===== src/touch_detect_pkg.sv =====
// constants, field layout and types for the touch qualification block
// assumes a single 25 MHz core clock and an SMBus-style two-wire register port
package touch_detect_pkg;

	// ------------------------------------------------------------
	// register offsets
	// ------------------------------------------------------------
	localparam logic [7:0] QUEUE_ADDR      = 8'h1E;
	localparam logic [7:0] GAIN_ADDR       = 8'h1F;
	localparam logic [7:0] OPTIONS_ADDR    = 8'h20;
	localparam logic [7:0] SLIDER_ADDR     = 8'h06;
	localparam logic [7:0] DELTA_BASE_ADDR = 8'h10;

	// ------------------------------------------------------------
	// reset values and writable bits
	// ------------------------------------------------------------
	localparam logic [7:0] QUEUE_RESET   = 8'h03;
	localparam logic [7:0] GAIN_RESET    = 8'h2F;
	localparam logic [7:0] OPTIONS_RESET = 8'h29;
	localparam logic [7:0] SLIDER_RESET  = 8'h00;
	localparam logic [7:0] QUEUE_WMASK   = 8'h07;
	localparam logic [7:0] GAIN_WMASK    = 8'h7F;

	// ------------------------------------------------------------
	// field positions
	// ------------------------------------------------------------
	localparam int QUEUE_LSB   = 0;
	localparam int GAIN_LSB    = 4;
	localparam int SHIFT_LSB   = 0;
	localparam int TIMEOUT_BIT = 7;
	localparam int POSVOL_BIT  = 6;

	localparam logic [3:0] SHIFT_MAX     = 4'h8;
	localparam logic [2:0] GAIN_MIN_CODE = 3'h7;
	localparam logic [7:0] DELTA_POS_CAP = 8'h7F;
	localparam logic [7:0] DELTA_NEG_CAP = 8'hFF;
	localparam logic [6:0] SLIDER_MAX    = 7'h7F;

	// ------------------------------------------------------------
	// timing
	// ------------------------------------------------------------
	localparam int CLK_HZ          = 25000000;
	localparam int SCL_LOW_MS      = 30;
	localparam int BUS_IDLE_US     = 150;
	localparam int SCL_LOW_CYCLES  = (CLK_HZ / 1000) * SCL_LOW_MS;
	localparam int BUS_IDLE_CYCLES = (CLK_HZ / 1000000) * BUS_IDLE_US;

	typedef logic [2:0] queue_code_t;

	typedef enum logic [3:0] {
		ST_IDLE      = 4'h0,
		ST_ADDR      = 4'h1,
		ST_ADDR_ACK  = 4'h2,
		ST_CMD       = 4'h3,
		ST_CMD_ACK   = 4'h4,
		ST_WDATA     = 4'h5,
		ST_WDATA_ACK = 4'h6,
		ST_RDATA     = 4'h7,
		ST_RDATA_ACK = 4'h8,
		ST_IGNORE    = 4'h9
	} bus_state_t;

endpackage : touch_detect_pkg


===== src/qual_if.sv =====
// per-channel link between the sample path and one qualification counter
// assumes both ends run on the same core clock
`timescale 1ns/10ps
`default_nettype none

interface qual_if;
	logic        strobe;
	logic        above;
	logic [2:0]  needCount;
	logic        touched;

	modport core (output strobe, output above, output needCount, input touched);
	modport chan (input strobe, input above, input needCount, output touched);
endinterface : qual_if

`default_nettype wire


===== src/touch_qualifier.sv =====
// one channel's consecutive-sample queue for touch and release
// assumes strobe is a one-cycle pulse per sensing cycle on clk
`timescale 1ns/10ps
`default_nettype none

module touch_qualifier (
	input  wire logic clk,
	input  wire logic rst,
	qual_if.chan      q
);
	import touch_detect_pkg::*;

	logic [2:0] run_q;
	logic       touched_q;
	logic [2:0] runNext;
	logic       change;
	logic       done;

	assign change  = q.above != touched_q;
	assign runNext = run_q + 3'h1;
	assign done    = runNext >= q.needCount;
	assign q.touched = touched_q;

	always_ff @(posedge clk) begin
		if (rst) begin
			run_q     <= 3'h0;
			touched_q <= 1'b0;
		end else if (q.strobe) begin
			if (change && done) begin
				touched_q <= q.above;
				run_q     <= 3'h0;
			end else if (change) begin
				run_q <= runNext;
			end else begin
				run_q <= 3'h0;
			end
		end
	end

endmodule : touch_qualifier

`default_nettype wire


===== src/touch_detect_config.sv =====
// touch qualification, gain and base scaling, slider value and two-wire register port
// assumes scl/sda come from pins; sample inputs are synchronous to clk
`timescale 1ns/10ps
`default_nettype none

// Summary of operation
// - touch after N consecutive above-threshold samples
// - release after N consecutive samples below
// - each channel has its own counter
// - queue codes 0 and 1 mean one
// - gain code bits 6:4, 128x down to 1x
// - gain scales delta before threshold compare
// - base count shifted by code, capped 256x
// - base scaling never affects detection
// - timeout bit low disables both bus timeouts
// - clock low over 30 ms aborts transfer
// - both lines high 150 us resets bus
// - deep sleep: no idle reset, wait stop
// - position mode reports last grouped sensor touched
// - volume mode: slider value host-writable
// - one gain setting for all channels
// - delta saturates at 7Fh and FFh
// - delta updated once per sensing cycle
module touch_detect_config #(
	parameter int         NUM_CH         = 14,
	parameter int         RAW_W          = 16,
	parameter int         GROUP_LO       = 7,
	parameter int         SCL_LOW_LIMIT  = touch_detect_pkg::SCL_LOW_CYCLES,
	parameter logic [6:0] DEV_ADDR       = 7'h2A  // arbitrary value
) (
	input  wire logic                    clk,
	input  wire logic                    rst,
	input  wire logic                    sclIn,
	input  wire logic                    sdaIn,
	output logic                         sdaOut,
	output logic                         sdaOe,
	input  wire logic                    deepSleep,
	input  wire logic                    sampleValid,
	input  wire logic [NUM_CH*RAW_W-1:0] deltaRaw,
	input  wire logic [NUM_CH*RAW_W-1:0] baseRaw,
	input  wire logic [7:0]              touchThreshold,
	output logic [NUM_CH-1:0]            touched,
	output logic [NUM_CH*8-1:0]          deltaCount,
	output logic [NUM_CH*8-1:0]          baseCount,
	output logic [6:0]                   sliderValue
);
	import touch_detect_pkg::*;

	localparam int SL_W = $clog2(SCL_LOW_LIMIT + 1);
	localparam int ID_W = $clog2(BUS_IDLE_CYCLES + 1);

	if (NUM_CH < 1 || NUM_CH > 16 || GROUP_LO >= NUM_CH || GROUP_LO < 0
		|| RAW_W < 8 || RAW_W > 24 || SCL_LOW_LIMIT < 2) begin : g_bad_param
		$error("touch_detect_config: unsupported parameter values");
	end

	// ------------------------------------------------------------
	// configuration registers
	// ------------------------------------------------------------
	logic [7:0]  queue_q;
	logic [7:0]  gain_q;
	logic [7:0]  options_q;
	logic [6:0]  slider_q;
	logic [6:0]  lastPos_q;

	queue_code_t queueCode;
	logic [2:0]  needCount;
	logic [2:0]  gainCode;
	logic [2:0]  gainShift;
	logic [3:0]  shiftCode;
	logic [3:0]  shiftEff;
	logic        timeoutEn;
	logic        volMode;

	assign queueCode = queue_q[QUEUE_LSB +: 3];
	assign needCount = (queueCode < 3'h2) ? 3'h1 : queueCode;
	assign gainCode  = gain_q[GAIN_LSB +: 3];
	assign gainShift = GAIN_MIN_CODE - gainCode;
	assign shiftCode = gain_q[SHIFT_LSB +: 4];
	assign shiftEff  = (shiftCode > SHIFT_MAX) ? SHIFT_MAX : shiftCode;
	assign timeoutEn = options_q[TIMEOUT_BIT];
	assign volMode   = options_q[POSVOL_BIT];

	// ------------------------------------------------------------
	// pin synchronisers and line events
	// ------------------------------------------------------------
	logic [1:0] sclSync_q;
	logic [1:0] sdaSync_q;
	logic       sclPrev_q;
	logic       sdaPrev_q;
	logic       sclS;
	logic       sdaS;
	logic       sclRise;
	logic       sclFall;
	logic       startSeen;
	logic       stopSeen;

	always_ff @(posedge clk) begin
		if (rst) begin
			sclSync_q <= 2'h3;
			sdaSync_q <= 2'h3;
			sclPrev_q <= 1'b1;
			sdaPrev_q <= 1'b1;
		end else begin
			sclSync_q <= {sclSync_q[0], sclIn};
			sdaSync_q <= {sdaSync_q[0], sdaIn};
			sclPrev_q <= sclSync_q[1];
			sdaPrev_q <= sdaSync_q[1];
		end
	end

	assign sclS      = sclSync_q[1];
	assign sdaS      = sdaSync_q[1];
	assign sclRise   = sclS && !sclPrev_q;
	assign sclFall   = !sclS && sclPrev_q;
	assign startSeen = sclS && sclPrev_q && sdaPrev_q && !sdaS;
	assign stopSeen  = sclS && sclPrev_q && !sdaPrev_q && sdaS;

	// ------------------------------------------------------------
	// bus timeouts
	// ------------------------------------------------------------
	logic [SL_W-1:0] sclLow_q;
	logic [ID_W-1:0] idle_q;
	logic            sclTimeout;
	logic            idleReset;

	always_ff @(posedge clk) begin
		if (rst || !timeoutEn || sclS) sclLow_q <= '0;
		else if (!sclTimeout) sclLow_q <= sclLow_q + SL_W'(1);
	end

	always_ff @(posedge clk) begin
		if (rst || !timeoutEn || !(sclS && sdaS)) idle_q <= '0;
		else if (!idleReset) idle_q <= idle_q + ID_W'(1);
	end

	// a stuck-low clock is caught as soon as the count reaches the limit
	assign sclTimeout = sclLow_q == SL_W'(SCL_LOW_LIMIT);
	// deep sleep keeps the protocol state through long idles
	assign idleReset  = (idle_q == ID_W'(BUS_IDLE_CYCLES)) && !deepSleep;

	// ------------------------------------------------------------
	// two-wire slave state machine
	// ------------------------------------------------------------
	bus_state_t st_q;
	logic [7:0] sh_q;
	logic [3:0] bitCnt_q;
	logic       ackPhase_q;
	logic       isRead_q;
	logic       masterAck_q;
	logic [7:0] ptr_q;
	logic       sdaOe_q;
	logic       sdaOut_q;
	logic [7:0] byteIn;
	logic [7:0] readData;
	logic       lastBit;
	logic       busAbort;
	logic       startOk;
	logic       wrEn;
	logic [2:0] outIdx;

	assign byteIn   = {sh_q[6:0], sdaS};
	assign lastBit  = sclRise && (bitCnt_q == 4'h7);
	assign busAbort = sclTimeout || idleReset;
	// while asleep, traffic for others is ignored up to the next stop
	assign startOk  = startSeen && !(deepSleep && st_q == ST_IGNORE);
	assign wrEn     = (st_q == ST_WDATA) && lastBit && !busAbort && !startSeen && !stopSeen;
	assign outIdx   = 3'(4'h7 - bitCnt_q);

	always_ff @(posedge clk) begin
		if (rst) begin
			st_q        <= ST_IDLE;
			sh_q        <= 8'h00;
			bitCnt_q    <= 4'h0;
			ackPhase_q  <= 1'b0;
			isRead_q    <= 1'b0;
			masterAck_q <= 1'b0;
			ptr_q       <= 8'h00;
			sdaOe_q     <= 1'b0;
			sdaOut_q    <= 1'b0;
		end else if (busAbort) begin
			st_q    <= ST_IDLE;
			sdaOe_q <= 1'b0;
		end else if (startOk) begin
			st_q       <= ST_ADDR;
			bitCnt_q   <= 4'h0;
			ackPhase_q <= 1'b0;
			sdaOe_q    <= 1'b0;
		end else if (stopSeen) begin
			st_q    <= ST_IDLE;
			sdaOe_q <= 1'b0;
		end else begin
			unique case (st_q)
				ST_IDLE, ST_IGNORE: begin
				end
				ST_ADDR, ST_CMD, ST_WDATA: begin
					if (sclRise) begin
						sh_q     <= byteIn;
						bitCnt_q <= bitCnt_q + 4'h1;
					end
					if (lastBit) begin
						ackPhase_q <= 1'b0;
						if (st_q == ST_ADDR && byteIn[7:1] == DEV_ADDR) begin
							isRead_q <= byteIn[0];
							st_q     <= ST_ADDR_ACK;
						end else if (st_q == ST_ADDR) begin
							st_q <= ST_IGNORE;
						end else if (st_q == ST_CMD) begin
							ptr_q <= byteIn;
							st_q  <= ST_CMD_ACK;
						end else begin
							ptr_q <= ptr_q + 8'h01;
							st_q  <= ST_WDATA_ACK;
						end
					end
				end
				ST_ADDR_ACK, ST_CMD_ACK, ST_WDATA_ACK: begin
					if (sclFall && !ackPhase_q) begin
						sdaOe_q    <= 1'b1;
						ackPhase_q <= 1'b1;
					end else if (sclFall) begin
						ackPhase_q <= 1'b0;
						bitCnt_q   <= 4'h0;
						if (st_q == ST_ADDR_ACK && isRead_q) begin
							sh_q     <= readData;
							sdaOe_q  <= !readData[7];
							bitCnt_q <= 4'h1;
							st_q     <= ST_RDATA;
						end else begin
							sdaOe_q <= 1'b0;
							st_q    <= (st_q == ST_ADDR_ACK) ? ST_CMD : ST_WDATA;
						end
					end
				end
				ST_RDATA: begin
					if (sclFall && bitCnt_q < 4'h8) begin
						sdaOe_q  <= !sh_q[outIdx];
						bitCnt_q <= bitCnt_q + 4'h1;
					end else if (sclFall) begin
						sdaOe_q <= 1'b0;
						ptr_q   <= ptr_q + 8'h01;
						st_q    <= ST_RDATA_ACK;
					end
				end
				ST_RDATA_ACK: begin
					if (sclRise) masterAck_q <= !sdaS;
					if (sclFall && masterAck_q) begin
						sh_q     <= readData;
						sdaOe_q  <= !readData[7];
						bitCnt_q <= 4'h1;
						st_q     <= ST_RDATA;
					end else if (sclFall) begin
						st_q <= ST_IGNORE;
					end
				end
			endcase
		end
	end

	assign sdaOe  = sdaOe_q;
	assign sdaOut = sdaOut_q;

	// ------------------------------------------------------------
	// register writes
	// ------------------------------------------------------------
	logic wrQueue;
	logic wrGain;
	logic wrOptions;
	logic wrSlider;

	assign wrQueue   = wrEn && ptr_q == QUEUE_ADDR;
	assign wrGain    = wrEn && ptr_q == GAIN_ADDR;
	assign wrOptions = wrEn && ptr_q == OPTIONS_ADDR;
	assign wrSlider  = wrEn && ptr_q == SLIDER_ADDR && volMode;

	always_ff @(posedge clk) begin
		if (rst) begin
			queue_q   <= QUEUE_RESET;
			gain_q    <= GAIN_RESET;
			options_q <= OPTIONS_RESET;
		end else begin
			if (wrQueue) queue_q <= byteIn & QUEUE_WMASK;
			if (wrGain) gain_q <= byteIn & GAIN_WMASK;
			if (wrOptions) options_q <= byteIn;
		end
	end

	// ------------------------------------------------------------
	// per-channel delta, base count and qualification
	// ------------------------------------------------------------
	logic [7:0]        deltaArr_q [NUM_CH];
	logic [NUM_CH-1:0] touchedVec;

	for (genvar c = 0; c < NUM_CH; c++) begin : g_chan
		logic signed [RAW_W+7:0] ext;
		logic signed [RAW_W+7:0] scaled;
		logic [7:0]              deltaSat;
		logic [RAW_W-1:0]        baseShifted;
		logic [7:0]              baseSat;
		logic [7:0]              base_q;
		qual_if                  qi ();

		assign ext    = {{8{deltaRaw[c*RAW_W+RAW_W-1]}}, deltaRaw[c*RAW_W +: RAW_W]};
		// one shared gain for every channel
		assign scaled = ext <<< gainShift;
		assign deltaSat = scaled[RAW_W+7] ? DELTA_NEG_CAP
			: (|scaled[RAW_W+6:7]) ? DELTA_POS_CAP : scaled[7:0];

		// display-only path; nothing below feeds the qualifier
		assign baseShifted = baseRaw[c*RAW_W +: RAW_W] >> shiftEff;
		assign baseSat     = (|baseShifted[RAW_W-1:8]) ? 8'hFF : baseShifted[7:0];

		assign qi.strobe    = sampleValid;
		assign qi.above     = !deltaSat[7] && ({1'b0, deltaSat[6:0]} > touchThreshold);
		assign qi.needCount = needCount;
		assign touchedVec[c] = qi.touched;

		touch_qualifier u_qual (
			.clk (clk),
			.rst (rst),
			.q   (qi.chan)
		);

		always_ff @(posedge clk) begin
			if (rst) begin
				deltaArr_q[c] <= 8'h00;
				base_q        <= 8'h00;
			end else if (sampleValid) begin
				deltaArr_q[c] <= deltaSat;
				base_q        <= baseSat;
			end
		end

		assign deltaCount[c*8 +: 8] = deltaArr_q[c];
		assign baseCount[c*8 +: 8]  = base_q;
	end

	assign touched = touchedVec;

	// ------------------------------------------------------------
	// slider value
	// ------------------------------------------------------------
	logic [NUM_CH-1:0] touchedPrev_q;
	logic [NUM_CH-1:0] newTouch;
	logic              hit;
	logic [6:0]        posNum;

	assign newTouch = touchedVec & ~touchedPrev_q;

	always_comb begin
		hit    = 1'b0;
		posNum = 7'h00;
		for (int i = GROUP_LO; i < NUM_CH; i++) begin
			if (newTouch[i]) begin
				hit    = 1'b1;
				posNum = 7'(i - GROUP_LO + 1);
			end
		end
	end

	always_ff @(posedge clk) begin
		if (rst) begin
			touchedPrev_q <= '0;
			lastPos_q     <= 7'h00;
			slider_q      <= SLIDER_RESET[6:0];
		end else begin
			touchedPrev_q <= touchedVec;
			// a sensor event outranks a host write landing in the same cycle
			if (hit) begin
				lastPos_q <= posNum;
				if (!volMode) slider_q <= posNum;
				else if (posNum > lastPos_q && slider_q != SLIDER_MAX) slider_q <= slider_q + 7'h01;
				else if (posNum < lastPos_q && slider_q != 7'h00) slider_q <= slider_q - 7'h01;
			end else if (wrSlider) begin
				slider_q <= byteIn[6:0];
			end
		end
	end

	assign sliderValue = slider_q;

	// ------------------------------------------------------------
	// read data selection
	// ------------------------------------------------------------
	logic       isDelta;
	logic [3:0] deltaIdx;

	assign isDelta  = ptr_q >= DELTA_BASE_ADDR && ptr_q < DELTA_BASE_ADDR + 8'(NUM_CH);
	assign deltaIdx = 4'(ptr_q - DELTA_BASE_ADDR);
	assign readData = isDelta ? deltaArr_q[deltaIdx]
		: (ptr_q == QUEUE_ADDR) ? queue_q
		: (ptr_q == GAIN_ADDR) ? gain_q
		: (ptr_q == OPTIONS_ADDR) ? options_q
		: (ptr_q == SLIDER_ADDR) ? {1'b0, slider_q}
		: 8'h00;

endmodule : touch_detect_config

`default_nettype wire


===== config.mk =====
export PLATFORM = sky130hd
export DESIGN_NAME = touch_detect_config
export DESIGN_NICKNAME = d
export VERILOG_FILES = /design/src/touch_detect_pkg.sv /design/src/qual_if.sv /design/src/touch_qualifier.sv /design/src/touch_detect_config.sv
export SDC_FILE = /design/constraint.sdc
export NUM_CORES = 2
export LEC_CHECK = 0
export ABC_AREA = 1
export BUFFER_PORTS_ARGS = -buffer_cell sky130_fd_sc_hd__buf_2
export CELL_PAD_IN_SITES_DETAIL_PLACEMENT = 0
export CELL_PAD_IN_SITES_GLOBAL_PLACEMENT = 1
export CORE_UTILIZATION = 38
export DETAILED_ROUTE_END_ITERATION = 10
export PLACE_DENSITY = 0.84
export SLEW_MARGIN = 20
export SYNTH_ARGS = -nofsm -noshare
export SYNTH_HDL_FRONTEND = slang
export SYNTH_SLANG_ARGS = --single-unit
export TNS_END_PERCENT = 100

===== constraint.sdc =====
create_clock -name clk -period 6.3 [get_ports clk]
set_clock_uncertainty 0.2 [all_clocks]
set_input_delay 1.26 -clock clk [delete_from_list [all_inputs] [get_ports clk]]
set_output_delay 1.26 -clock clk [all_outputs]
set_load 0.02 [all_outputs]

==> run summary <==
status: finished, final reports clean
hold path startpoint: sdaSync_q[0]
post-synthesis register bit count: 385
first-pass GRT wire length: 215 mm
Switching Share: 38.9%
CP startpoint: gain_q[4]
vias in the first global route: 35000
grt met1 use: 41.2%
gr busiest metal: met2
TritonCTS clock tree: built
Crit Path Max Fanout: 84
Worst-Margin Slew: 1.14 ns
WS Path Type: reg -> reg
clock sink total: 385
relative slew slack: 24.2%
RR Startpoint: gain_q[4]
Mapped Cells: 5521
vias: 38600
Clk Tree Root Cell: clkbuf_16
crit-path leading delay family: simple AND/OR/NAND/NOR gates
Die Width: 297 um
WL final: 144 mm
Final period util: 67.8%
met2 usage: 49.3%
hold bufs inserted after CTS: 0
Mean Syn Cell Area: 6.00 um^2
gr ovfl total: 0
Max VDD drop: 0.252 mV
Global Route met3 Usage: 4.92%
crit-path cells: buf_4 > mux2i_1 > o2111ai_1 > a21oi_1 > nand3b_1 > ha_1 > inv_1 > nor3_1 > nand4_1 > nand3_1 > nand2_1 > nand3_1 > mux2i_1
sequential area share after synthesis: 26.7%
Yosys cell types: 55
most common cell after layout, fill and taps aside: nand2_1
Buffers on Ports: 707
setup bufs post-CTS: 0
clock power share: 33.3%
initial DRC count: 4020
Die ar.: 0.0884 mm^2
fmax: 234 MHz
Pwr per Cell Area: 227 mW/mm^2
combinational share of power: 32.0%
htree depth: 2
Tot Pwr: 0.00877 W
Critical Path Sink Type: flop
Worst Path Arrival: 4.53 ns
yosys warns: 0
Synth Cell Area: 0.0331 mm^2
DRC viols: 0
Clock Path Buffers: 3
RSZ-0062 raised after global routing: false
initial antenna violation count: 39
HP Class: reg -> reg
Die H: 297 um
worst setup margin: 2.03 ns
placer congestion estimate: 0.987
share of cells above drive strength 1: 15.0%
largest net degree at the start of global routing: 172
Internal Power: 0.00536 W
buffer and inverter count on the worst path: 2
Num CTS Buffers: 48
Core Area: 0.0858 mm^2
synthesis-to-finish area growth: 16.8%
leakage: 20.1 nW
Fin. Hold Viols: 0
Tmin final: 4.27 ns
highest-count cells in the layout ignoring fill and taps: nand2_1 (2024), buf_2 (707), inv_1 (523), nand3_1 (435), o21ai_0 (431)
syn nets: 6154
max incr delay on CP: 0.74 ns
Max-Cap Viols: 0
Routed Antenna Nets: 0
Worst Setup Start Kind: flop
Seq pwr share: 34.8%
CP Data Required Time: 6.55 ns
vias per std cell: 5.35
Rows: 107
Reg clk slew, reported paths: 0.06 ns
IO Pins: 709
worst-skew pair later-pin latency: 0.62 ns
Post-Place Worst Slack: 2.02 ns
final setup vio count: 0
fin. max-slew vios: 0
Initial Util: 38.6%
Total GRT Usage: 31.1%
wire length per cell: 19.9 um
Setup TNS: 0 ns
DRT Pass-1 Iters: 6
detailed placement HPWL: 110 mm
cts repair resizes: 0
crit path max-delay cell type: buf_4
switching power: 0.00341 W
Net count, final: 6647
-- metrics by stage --
step	hold WS, ns	cells	util, %	instance area [um^2]
final	0.209	7228	45.1	38700
after global placement	0.201	7108	43.1	37000
after global routing	0.230	7227	45.1	38700
after floorplan	0.189	5521	-	33100
after CTS	0.211	7198	45.0	38600
after detailed placement	0.196	7108	43.1	37000
-- synthesized netlist by cell type, drive strengths merged --
cell type     n  area (um^2)
dfxtp       273         5470
xor2         16          140
nor2        379         1480
a41oi         2         17.5
o22ai        18          113
a31oi        23          144
buf         170          996
inv         539         2030
and2         11         68.8
o221ai        8         70.1
xnor2         6         52.6
o31ai         1         7.51
o21ai       557         2810
o211ai       42          315
mux2i        39          390
nand3       437         2200
nor3b         2         15.0
a21oi       266         1330
o41ai         1         8.76
nand4        84          526
a211oi        5         37.5
o21a         21          158
a21boi        2         18.8
o2111ai       9         78.8
nand2      2028         7620
conb          1         3.75
nor4         24          150
clkbuf      136          510
edfxtp      112         3360
o21bai        5         37.5
or2          39          244
ha          170         2130
clkinv        3         11.3
a22oi         4         30.0
nor3         48          240
fa            1         20.0
and3          2         12.5
o211a         5         50.1
nand3b       32          240
-- routing by layer --
| layer | up-vias | share of wire (%) |
|---|---|---|
| met1 | 17600 | 42 |
| li1 | 19100 | - |
| met5 | - | 0.024 |
| met3 | 290 | 8.1 |
| met4 | 4 | 4.5 |
| met2 | 1727 | 45 |
-- worst paths after layout --
kind              slack, ns  cells past startpoint                          to
hold reg to reg        0.21                      1                sdaSync_q[1]
setup / recovery       2.03                     13  g_chan[11].u_qual.run_q[0]
setup reg to reg       2.03                     13  g_chan[11].u_qual.run_q[0]
hold / removal         0.21                      1                sdaSync_q[1]
-- worst reg2reg max path, stage by stage (launching register included) --
cell       delay, ns
dfxtp_4         0.67
buf_4           0.78
mux2i_1         0.32
o2111ai_1       0.15
a21oi_1         0.55
nand3b_1        0.21
ha_1            0.35
inv_1           0.04
nor3_1          0.26
nand4_1         0.20
nand3_1         0.15
nand2_1         0.06
nand3_1         0.10
mux2i_1         0.08
-- kinds of logic (layout without fill, tap and decap cells) --
family	after synthesis	after routing	share of synthesized area (%)
AND/OR/NAND/NOR	3086	3086	38.6
AO/OA/AOI/OAI	969	969	15.8
buffers and inverters	848	1381	10.7
flip-flops	385	385	26.7
adder cells (fa/ha/maj)	171	171	6.48
multiplexers	39	39	1.18
XOR/XNOR	22	22	0.582
other	1	31	0.0113
-- state kept, by name, summed over array words and instances (netlist names), 4 cells and up, named ones only --
signal                   flops
deltaArr_q                 112
g_chan.base_q              112
g_chan.u_qual.run_q         42
sclLow_q                    20
g_chan.u_qual.q.touched     14
idle_q                      12
options_q                    8
ptr_q                        8
sh_q                         8
gain_q                       7
sliderValue                  7
touchedPrev_q                7
bitCnt_q                     4
st_q                         4
-- power groups by stage --
stage	logic (W)	registers (W)	clock network (W)
2_1_floorplan	0.00171	0.00312	0
3_3_place_gp	0.00274	0.00310	0
3_5_place_dp	0.00276	0.00310	0
4_1_cts	0.00277	0.00305	0.00297
5_1_grt	0.00311	0.00307	0.00306
6_report	0.00280	0.00305	0.00292
-- layout make-up --
cell class | count | area (um^2)
Fill cell | 9454 | 47100
Sequential cell | 385 | 8840
Timing Repair Buffer | 749 | 3870
Antenna cell | 30 | 75.1
Clock buffer | 65 | 1360
Clock inverter | 25 | 267
Inverter | 542 | 2050
Tap cell | 1144 | 1430
Multi-Input combinational cell | 4288 | 20800
No activity file was read; power rests on OpenSTA's default activity.
